<file path="config.mk">
export PLATFORM = sky130hd
export DESIGN_NAME = dpllc_control
export DESIGN_NICKNAME = d
export VERILOG_FILES = /design/src/logic/dpllc_ratio.v /design/src/logic/dpllc_control.v
export VERILOG_INCLUDE_DIRS = /design/src /design/src/logic
export SDC_FILE = /design/constraint.sdc
export NUM_CORES = 1
export LEC_CHECK = 0
export BUFFER_PORTS_ARGS = -buffer_cell sky130_fd_sc_hd__buf_2
export CAP_MARGIN = 20
export CORE_MARGIN = 5
export CORE_UTILIZATION = 30
export CTS_CLUSTER_SIZE = 30
export DETAILED_ROUTE_END_ITERATION = 7
export SYNTH_ARGS = -nofsm -noshare
export SYNTH_HDL_FRONTEND = slang
export SYNTH_SLANG_ARGS = --single-unit
</file>
<file path="constraint.sdc">
create_clock -name clock -period 6.3 [get_ports clock]
set_input_delay 0.315 -clock clock [delete_from_list [all_inputs] [get_ports clock]]
set_output_delay 0.315 -clock clock [all_outputs]
set_load 0.02 [all_outputs]
</file>
<file path="src/logic/dpllc_map.vh">
`ifndef DPLLC_MAP_VH
`define DPLLC_MAP_VH

// control word reset and writable bits
`define DPLLC_CTL_RESET     32'h04800080
`define DPLLC_CTL_WMASK     32'hCFFFEEFF

// field positions
`define DPLLC_VCO_BIT       31
`define DPLLC_FASTIO_BIT    30
`define DPLLC_MODE_HI       27
`define DPLLC_MODE_LO       26
`define DPLLC_P2_HI         25
`define DPLLC_P2_LO         24
`define DPLLC_P1S0_HI       23
`define DPLLC_P1S0_LO       16
`define DPLLC_REF_HI        15
`define DPLLC_REF_LO        13
`define DPLLC_MULT_HI       11
`define DPLLC_MULT_LO       9
`define DPLLC_P1S1_HI       7
`define DPLLC_P1S1_LO       0

// mode and select codes
`define DPLLC_MODE_NONLVDS  2'h1
`define DPLLC_MODE_LVDS     2'h2
`define DPLLC_P2SEL_SLOW    2'h0
`define DPLLC_P2SEL_FAST    2'h1
`define DPLLC_REF_STD       3'h0
`define DPLLC_REF_SUPER     3'h1
`define DPLLC_REF_SPREAD    3'h3
`define DPLLC_MULT_MAX      3'h3

// second post divider values
`define DPLLC_P2_LVDS_SLOW  4'hE
`define DPLLC_P2_LVDS_FAST  4'h7
`define DPLLC_P2_DAC_SLOW   4'hA
`define DPLLC_P2_DAC_FAST   4'h5

// divider formula terms
`define DPLLC_FB_OFFSET     2
`define DPLLC_MAJOR_WEIGHT  5

`endif

</file>
<file path="src/logic/dpllc_ratio.v">
`timescale 1ns/100ps
`include "dpllc_map.vh"

module dpllc_ratio #(
    parameter FB_W = 6
) (
    // clock and reset
    input  wire            clock,
    input  wire            rst,
    // divider settings in use
    input  wire [FB_W-1:0] major_feedback_div,
    input  wire [FB_W-1:0] minor_feedback_div,
    input  wire [FB_W-1:0] input_div,
    input  wire [7:0]      first_post_onehot,
    input  wire [3:0]      second_post_value,
    // ratio terms
    output reg  [9:0]      feedback_total,
    output reg  [6:0]      input_total,
    output reg  [6:0]      post_total
);

    // one-hot to divide value, zero when not one-hot
    function [3:0] p1_value;
        input [7:0] oh;
        integer k;
        begin
            p1_value = 4'h0;
            for (k = 0; k < 8; k = k + 1) begin
                if (oh == (8'h01 << k)) begin
                    p1_value = k[3:0] + 4'h1;
                end
            end
        end
    endfunction

    localparam [9:0] MAJ_WEIGHT = `DPLLC_MAJOR_WEIGHT;
    localparam [9:0] FB_OFS10   = `DPLLC_FB_OFFSET;
    localparam [6:0] FB_OFS7    = `DPLLC_FB_OFFSET;

    wire [9:0] major_ext;
    wire [9:0] minor_ext;
    wire [6:0] input_ext;
    wire [9:0] major_term;
    wire [9:0] minor_term;
    wire [3:0] p1_val;

    assign major_ext  = {{(10-FB_W){1'b0}}, major_feedback_div};
    assign minor_ext  = {{(10-FB_W){1'b0}}, minor_feedback_div};
    assign input_ext  = {{(7-FB_W){1'b0}}, input_div};
    assign major_term = MAJ_WEIGHT * (major_ext + FB_OFS10);
    assign minor_term = minor_ext + FB_OFS10;
    assign p1_val = p1_value(first_post_onehot);

    // dot = ref * feedback_total / (input_total * post_total)
    always @(posedge clock or posedge rst) begin
        if (rst) begin
            feedback_total <= 10'h000;
            input_total    <= 7'h00;
            post_total     <= 7'h00;
        end else begin
            feedback_total <= major_term + minor_term; // [RL16]
            input_total    <= input_ext + FB_OFS7;
            post_total     <= {3'h0, p1_val} * {3'h0, second_post_value};
        end
    end

endmodule // dpllc_ratio

</file>
<file path="src/logic/dpllc_control.v">
`timescale 1ns/100ps
`include "dpllc_map.vh"

// Function
// [RL1] VCO bit stops PLL and dot clock
// [RL2] software sets fast IO clock when needed
// [RL3] mode field: non-LVDS default, LVDS, reserved
// [RL4] second post divider select per mode
// [RL5] set 0 first post divider one-hot
// [RL6] set 1 first post divider one-hot
// [RL7] divider byte write commits when PLL off
// [RL8] idle divisor set writable while other runs
// [RL9] fields double buffered to vertical blank
// [RL10] first post divider bytes act immediately
// [RL11] reference select not double buffered
// [RL12] writes ignored while panel protects
// [RL13] multiplier is factor minus one, 0..3
// [RL14] software programs multiplier after PLL stable
// [RL15] software writes zero to reserved bits
// [RL16] dot clock from feedback, input, post dividers
// [RL17] software assumes 120 or 100 MHz reference
// [RL18] software keeps VCO and feedback ranges
// [RL19] software keeps post divide ranges
// [RL20] software scales PLL for video rates
// [RL21] software uses 1.5x for deep color
// [RL22] software keeps per-mode clock ranges
// [RL23] vertical blank pulse moves all double buffered fields together
module dpllc_control #(
    parameter FB_W = 6
) (
    // clock and reset
    input  wire            clock,
    input  wire            rst,
    // register port
    input  wire            reg_write,
    input  wire [3:0]      reg_byte_en,
    input  wire [31:0]     reg_wdata,
    output wire [31:0]     reg_rdata,
    // transcoder and sequencer
    input  wire            vblank_pulse,
    input  wire            panel_protect,
    input  wire            divisor_set_sel,
    // pending divisors of the set in use
    input  wire [FB_W-1:0] pend_major_div,
    input  wire [FB_W-1:0] pend_minor_div,
    input  wire [FB_W-1:0] pend_input_div,
    // active controls to the analog core
    output reg             vco_power_on,
    output wire            pll_power_down,
    output wire            dot_clock_run,
    output reg             fast_io_clock_on,
    output reg  [1:0]      pll_output_mode,
    output reg  [1:0]      second_post_divide_sel,
    output reg  [2:0]      video_clock_multiplier,
    output wire [2:0]      reference_select,
    output wire [7:0]      set0_first_post_divide,
    output wire [7:0]      set1_first_post_divide,
    // committed divisors
    output reg             divisor_commit,
    output reg  [FB_W-1:0] major_feedback_div,
    output reg  [FB_W-1:0] minor_feedback_div,
    output reg  [FB_W-1:0] input_div,
    // ratio terms and status
    output wire [9:0]      feedback_total,
    output wire [6:0]      input_total,
    output wire [6:0]      post_total,
    output reg             config_error
);

    // one-hot test, used for both divisor sets
    function onehot8;
        input [7:0] v;
        begin
            onehot8 = (v != 8'h00) && ((v & (v - 8'h01)) == 8'h00);
        end
    endfunction

    // second post divider value from mode and select
    function [3:0] p2_value;
        input [1:0] mode;
        input [1:0] sel;
        begin
            if (mode == `DPLLC_MODE_LVDS) begin
                p2_value = (sel == `DPLLC_P2SEL_FAST) ? `DPLLC_P2_LVDS_FAST
                                                      : `DPLLC_P2_LVDS_SLOW;
            end else begin
                p2_value = (sel == `DPLLC_P2SEL_FAST) ? `DPLLC_P2_DAC_FAST
                                                      : `DPLLC_P2_DAC_SLOW;
            end
        end
    endfunction

    reg  [31:0] ctl_reg;
    reg  [31:0] ctl_next;
    wire        wr_ok;
    wire [31:0] lane_mask;
    wire [31:0] wr_mask;
    wire [31:0] mult_mask;
    wire        mult_legal;
    wire        p1_hit;
    wire [7:0]  p1_in_use;
    wire [3:0]  p2_in_use;
    wire [1:0]  mode_field;
    wire [1:0]  p2_field;
    wire [2:0]  ref_field;
    wire        mode_bad;
    wire        p2_bad;
    wire        ref_bad;
    wire        p1_bad;

    // write gating and byte lanes
    assign wr_ok = reg_write & ~panel_protect; // [RL12]
    assign lane_mask = {{8{reg_byte_en[3]}}, {8{reg_byte_en[2]}},
                        {8{reg_byte_en[1]}}, {8{reg_byte_en[0]}}};
    assign mult_legal = reg_wdata[`DPLLC_MULT_HI:`DPLLC_MULT_LO] <= `DPLLC_MULT_MAX; // [RL13]
    assign mult_mask = mult_legal ? 32'hFFFFFFFF : ~(32'h00000007 << `DPLLC_MULT_LO);
    // reserved bits never stored and read as zero
    assign wr_mask = lane_mask & `DPLLC_CTL_WMASK & mult_mask;

    // first stage, written and read back
    always @* begin
        ctl_next = ctl_reg;
        if (wr_ok) begin
            ctl_next = (ctl_reg & ~wr_mask) | (reg_wdata & wr_mask);
        end
    end

    always @(posedge clock or posedge rst) begin
        if (rst) begin
            ctl_reg <= `DPLLC_CTL_RESET;
        end else begin
            ctl_reg <= ctl_next;
        end
    end

    assign reg_rdata = ctl_reg;

    // second stage, loaded at vertical blank
    always @(posedge clock or posedge rst) begin
        if (rst) begin
            vco_power_on           <= 1'b0;
            fast_io_clock_on       <= 1'b0;
            pll_output_mode        <= `DPLLC_MODE_NONLVDS;
            second_post_divide_sel <= `DPLLC_P2SEL_SLOW;
            video_clock_multiplier <= 3'h0;
        end else if (vblank_pulse) begin // [RL9] [RL23]
            vco_power_on           <= ctl_reg[`DPLLC_VCO_BIT]; // [RL1]
            fast_io_clock_on       <= ctl_reg[`DPLLC_FASTIO_BIT];
            pll_output_mode        <= ctl_reg[`DPLLC_MODE_HI:`DPLLC_MODE_LO]; // [RL3]
            second_post_divide_sel <= ctl_reg[`DPLLC_P2_HI:`DPLLC_P2_LO]; // [RL4]
            video_clock_multiplier <= ctl_reg[`DPLLC_MULT_HI:`DPLLC_MULT_LO]; // [RL13]
        end
    end

    // vco off means lowest power and no dot clock
    assign pll_power_down = ~vco_power_on; // [RL1]
    assign dot_clock_run  = vco_power_on; // [RL1]

    // fields that bypass the second stage
    assign reference_select       = ctl_reg[`DPLLC_REF_HI:`DPLLC_REF_LO]; // [RL11]
    assign set0_first_post_divide = ctl_reg[`DPLLC_P1S0_HI:`DPLLC_P1S0_LO]; // [RL5] [RL10]
    assign set1_first_post_divide = ctl_reg[`DPLLC_P1S1_HI:`DPLLC_P1S1_LO]; // [RL6] [RL10]

    // divider byte write while PLL off commits pending divisors
    assign p1_hit = wr_ok & (reg_byte_en[2] | reg_byte_en[0]);

    always @(posedge clock or posedge rst) begin
        if (rst) begin
            divisor_commit     <= 1'b0;
            major_feedback_div <= {FB_W{1'b0}};
            minor_feedback_div <= {FB_W{1'b0}};
            input_div          <= {FB_W{1'b0}};
        end else begin
            divisor_commit <= p1_hit & ~vco_power_on; // [RL7]
            if ((p1_hit & ~vco_power_on) | (vblank_pulse & vco_power_on)) begin // [RL7] [RL9]
                major_feedback_div <= pend_major_div;
                minor_feedback_div <= pend_minor_div;
                input_div          <= pend_input_div;
            end
        end
    end

    // divisor set in use drives the PLL; the other stays writable
    assign p1_in_use = divisor_set_sel ? set1_first_post_divide
                                       : set0_first_post_divide; // [RL8]
    assign p2_in_use = p2_value(pll_output_mode, second_post_divide_sel); // [RL4]

    dpllc_ratio #(
        .FB_W(FB_W)
    ) u_ratio (
        .clock              (clock),
        .rst                (rst),
        .major_feedback_div (major_feedback_div),
        .minor_feedback_div (minor_feedback_div),
        .input_div          (input_div),
        .first_post_onehot  (p1_in_use),
        .second_post_value  (p2_in_use),
        .feedback_total     (feedback_total),
        .input_total        (input_total),
        .post_total         (post_total)
    );

    // reserved codes reported as a status level
    assign mode_field = ctl_reg[`DPLLC_MODE_HI:`DPLLC_MODE_LO];
    assign p2_field   = ctl_reg[`DPLLC_P2_HI:`DPLLC_P2_LO];
    assign ref_field  = ctl_reg[`DPLLC_REF_HI:`DPLLC_REF_LO];
    assign mode_bad = (mode_field != `DPLLC_MODE_NONLVDS) &&
                      (mode_field != `DPLLC_MODE_LVDS); // [RL3]
    assign p2_bad   = (p2_field != `DPLLC_P2SEL_SLOW) &&
                      (p2_field != `DPLLC_P2SEL_FAST); // [RL4]
    assign ref_bad  = (ref_field != `DPLLC_REF_STD) &&
                      (ref_field != `DPLLC_REF_SUPER) &&
                      (ref_field != `DPLLC_REF_SPREAD); // [RL11]
    assign p1_bad   = ~onehot8(set0_first_post_divide) |
                      ~onehot8(set1_first_post_divide); // [RL5] [RL6]

    always @(posedge clock or posedge rst) begin
        if (rst) begin
            config_error <= 1'b0;
        end else begin
            config_error <= mode_bad | p2_bad | ref_bad | p1_bad;
        end
    end

endmodule // dpllc_control

</file>
# Word-level counts from Yosys, hierarchy flattened
# Cells that the tools add are included.
# word_totals
regBits	85
inputBits	60
elab_cells	84
# classes
n_addsub	6
multipliers	2
magnitude_cmp	1
eq_ne	15
n_mux	13
n_bitwise	21
n_reduce_logical	12
# op_table
cell	n
bitwise AND 32 bit	3
NOT 32 bit	1
bitwise OR 32 bit	1
adder 6 x 2 -> 7 bit (second input constant)	3
bitwise AND 8 bit	2
zero test 8 bit	2
two-way mux 4 bit	4
nonzero test 8 bit	2
subtractor 8 x 1 -> 8 bit (second input constant)	2
two-way mux 12 bit	1
two-way mux 3 bit	4
adder 10 bit	1
multiplier 3 x 10 -> 10 bit (first input constant)	1
== test 8 x 1 -> 1 bit (second input constant)	1
== test 8 x 2 -> 1 bit (second input constant)	1
== test 8 x 3 -> 1 bit (second input constant)	1
== test 8 x 4 -> 1 bit (second input constant)	1
== test 8 x 5 -> 1 bit (second input constant)	1
== test 8 x 6 -> 1 bit (second input constant)	1
== test 8 x 7 -> 1 bit (second input constant)	1
== test 8 bit (second input constant)	1
two-way mux 8 bit	1
multiplier 4 x 4 -> 7 bit	1
logical AND 1 bit	6
other kinds (14)	27

# Depth between registers and ports, before layout
# logic_depth
word_depth	11
ltp_mapped	14
ltp_nobuf	12

# Cells and area by module
# Synthesis repeated with hierarchy kept, for this count alone.
# hier_totals
hier_cells	374
hier_area_um2	4568.1
# modules_own_cells
mod	n_inst	cells_per_inst	area_each_um2	seq_area_each_um2
dpllc_control	1	195	2692.6	1431.4
dpllc_ratio	1	179	1875.5	600.6

# Least setup slack after synthesis
# OpenSTA, ideal clock, no wires.
# synth_path
path_kind	register to register
startpoint	register (tool-made name)
endpoint	register u_ratio.post_total[6]
t_arrival_ns	3.762
path_slack_ns	2.413
path_stages_with_launch	13
path_cell_list	dfrtp_1 > or3b_2 > a2bb2o_1 > a21o_2 > a21o_1 > fa_1 > inv_1 > fa_1 > fa_1 > a21o_1 > a21oi_1 > xnor2_1 > xnor2_1
# synth_lines
item	line	source
end signal: assignment	dpllc_ratio.v:63	post_total <= {3'h0, p1_val} * {3'h0, second_post_value};
end: declaration	dpllc_ratio.v:19	output reg [6:0] post_total

==> results_tabular.tex <==
\begin{tabular}{lr}
\hline
Metric & Value \\
\hline
\multicolumn{2}{l}{\textbf{Final layout}} \\
Area growth, synth to finish & 25.8\% \\
Layout net count & 632 \\
Non-Filler Cell Area, Final & roughly 5700 sq um \\
Leading cell type in the layout, fill and taps excluded & buf\_2 \\
Utilization after layout & 38.1\% \\
Fraction of layout instances using a drive strength above 1 & 45.5\% \\
Number of standard cells in the layout, taps in and fillers out & 727 \\
Number of diodes & 0 \\
Most frequent cells in the layout & 157 x buf\_2, 77 x dfrtp\_1, 53 x mux2\_2, 29 x ha\_1, 27 x inv\_1 \\
\multicolumn{2}{l}{\textbf{Synthesis}} \\
Number of cells produced by synthesis & 390 \\
Area share of the largest cell type after synthesis & 42.3\% \\
Biggest area contributors in the synthesized netlist & dfrtp\_1 42\%, mux2\_2 13\%, ha\_1 8.0\% \\
Mean area per synthesized cell & 11.7 sq um \\
Post-synthesis compound-gate area fraction & 8.19\% \\
Synthesized-area fraction occupied by adder cells & 12.4\% \\
Mux contribution to synthesized area & 13.3\% \\
Library cell with the largest summed area after synthesis & dfrtp\_1 \\
Combinational family with the most area after synthesis & multiplexers \\
Count of cell types in the netlist & 56 \\
Area share of and/or/nand/nor cells after synthesis & between 10\% and 20\% \\
Post-synth EDFFs & 0 \\
Flop and latch count out of synthesis & 81 \\
Warning count from the yosys run & 0 \\
Xor and xnor fraction of the mapped netlist area & 4.23\% \\
Async SR Flop Fraction & 100\% \\
Mapped cell area & roughly 4600 sq um \\
Most instantiated flip-flop cell in the synthesis netlist & dfrtp\_1 \\
Sequential area share after synthesis & 44.6\% \\
\multicolumn{2}{l}{\textbf{Timing}} \\
Setup repair after global routing missed its margin & false \\
Number of hold-slack violations in the final timing report & 0 \\
Normalized max-slew margin & about half \\
Setup total negative slack & 0 ns \\
Slew Limit Fails & 0 \\
Number of setup violations in the final report & 0 \\
Post-route setup slack & approximately 2.3 ns \\
Minimum clock period & between 4 and 5 ns \\
Fin crit share & roughly 64\% \\
Actual transition at the worst max-transition pin & approximately 0.76 ns \\
Setup skew after layout & between 0.008 and 0.009 ns \\
Fmax & 249 MHz \\
Hold slack final & $\sim$0.19 ns \\
\multicolumn{2}{l}{\textbf{Detailed routing}} \\
DRT antenna net count & 0 \\
Via count normalized by instance count & 4.83 \\
First-iteration detailed-routing DRC count & 193 \\
Post-detailed-route wirelength per cell & 15.7 um \\
Final routed wirelength across all metal layers & 11,400 um \\
Router iterations before antenna repair & 4 \\
DRC violations left & 0 \\
Via count & $\sim$3,500 \\
\multicolumn{2}{l}{\textbf{CTS}} \\
TritonCTS Sinks & 81 \\
Maximum number of buffers from clock root to sink & 2 \\
Max H-tree Level & 3 \\
Clock edge transition at the registers on the reported setup and hold paths & 0.07 ns \\
Worst-Skew Late Latency & between 0.3 and 0.4 ns \\
Root buf cell & clkbuf\_16 \\
Clock tree from TritonCTS & built \\
Total setup buffers inserted after CTS & 0 \\
TritonCTS Buffers & 9 \\
\multicolumn{2}{l}{\textbf{Job}} \\
Max-cap violations & 0 \\
\multicolumn{2}{l}{\textbf{Die}} \\
Core ar. & 15,000 sq um \\
Initial cell density of the core & 30.3\% \\
Height of the chip & 133 um \\
Floorplan die area & 17,700 sq um \\
Site row count & 45 \\
Horiz. Die Dim & 133 um \\
Top-level I/O count & 166 \\
\multicolumn{2}{l}{\textbf{Power}} \\
Lkg Pwr & 2.86 nW \\
Total design power & 2.58 mW \\
Peak supply drop & between 0.4 and 0.5 mV \\
Power per unit of standard cell area & between 400 and 500 nW/um\^{}2 \\
\multicolumn{2}{l}{\textbf{Placement}} \\
Cell total after placement & 709 \\
Final HPWL DP & 8820 um \\
Weighted congestion reported at the end of routability-driven placement & 0.849 \\
Total cell area at the placement stage & 5390 sq um \\
Pre-CTS worst setup slack & 2.18 ns \\
Port-buffer cells & 157 \\
\multicolumn{2}{l}{\textbf{Setup path}} \\
Kind of critical path & register to register \\
Critical path peak fanout & 8 \\
Endpoint kind of the worst setup timing path & register \\
Worst r2r path cells & 12 \\
Data arrival, critical path & 4.29 ns \\
Startpoint type of the worst setup path & register \\
Required time of the critical path & about 6.6 ns \\
\multicolumn{2}{l}{\textbf{Min path}} \\
Type of the tightest min-delay check & primary input to register \\
Hold-critical path depth & 2 \\
\multicolumn{2}{l}{\textbf{Global route}} \\
Remaining global-route overflow & 0 \\
Antenna violations before repair & 2 \\
Pin count of the biggest net entering global routing & 82 \\
GRT Util Overall & 12.9\% \\
Vias in the first global route & approximately 3,600 \\
Wire length of the first global-routing pass & 18,200 um \\
\multicolumn{2}{l}{\textbf{Run status}} \\
Result of the run & finished, final reports clean \\
\hline
\end{tabular}
[cell usage after synthesis (7+ instances only)]
master and count:
ha_1 29, nand3_1 11, fa_1 9, xor2_1 9, mux2_2 53, nand2_1 14
buf_4 24, dfrtp_1 77, a21oi_1 13, xnor2_1 13, nor2_1 12, inv_1 28
or3_1 7
[layout make-up]
type | instances | area, sq um
multi-input cells | 254 | 2220
repair buffers | 160 | 831
clock inverters | 7 | 80.1
well taps | 188 | 235
fillers | 1491 | 9300
inverters | 28 | 106
flip-flops and latches | 81 | 2030
clock buffers | 9 | 225
[kinds of logic (layout without fill, tap and decap cells)]
family                     count (synthesis)  in the layout
adders and majority gates                 40             40
muxes                                     54             54
AOI/OAI and AO/OA                         52             52
and+or+nand+nor                           82             82
DFF                                       81             81
buffers and inverters                     58            204
other                                      1              4
xor gates and xnor gates                  22             22
[worst paths after layout]
kind                                        start                      to  slack, ns
worst max-delay path                     register   u_ratio.post_total[6]       2.28
worst min-delay path            pend_input_div[2]            input_div[2]       0.19
worst max register to register           register   u_ratio.post_total[6]       2.28
worst min register to register       input_div[0]  u_ratio.input_total[0]       0.40
max in group asynchronous                     rst               async pin       5.15
min in group asynchronous                     rst  u_ratio.input_total[2]       0.50
[report_power, final]
group | internal (mW) | leakage [nW] | total, mW | switching (mW)
logic | 0.518 | 1.75 | 1.25 | 0.729
clock network | 0.310 | 0.142 | 0.534 | 0.224
registers | 0.668 | 0.971 | 0.798 | 0.130
total | 1.50 | 2.86 | 2.58 | 1.08
[worst max-delay path: stages, from the launching register on]
cell and delay, ns:
dfrtp_1 0.48, nor3b_1 0.45, a2bb2o_1 0.34, a21o_2 0.24, a21o_1 0.21, fa_1 0.53, inv_1 0.05, fa_1 0.53
fa_1 0.47, a21o_1 0.19, a21oi_1 0.17, xnor2_1 0.15, xnor2_1 0.13
[metal layers]
metal | GRT usage [%] | vias up | wire, um
met5 | 0 | - | 27
met4 | 3.20 | 4 | 111
met3 | 5.66 | 18 | 968
met2 | 22.3 | 129 | 5750
met1 | 14.6 | 1723 | 4550
li1 | - | 1636 | -
[repair_timing]
item / CTS / global route
resized for setup: 0 / 0
hold buffers: 0 / 1
hold endpoints to repair: 0 / 12
Note: power is estimated with default switching activity, not from simulation.
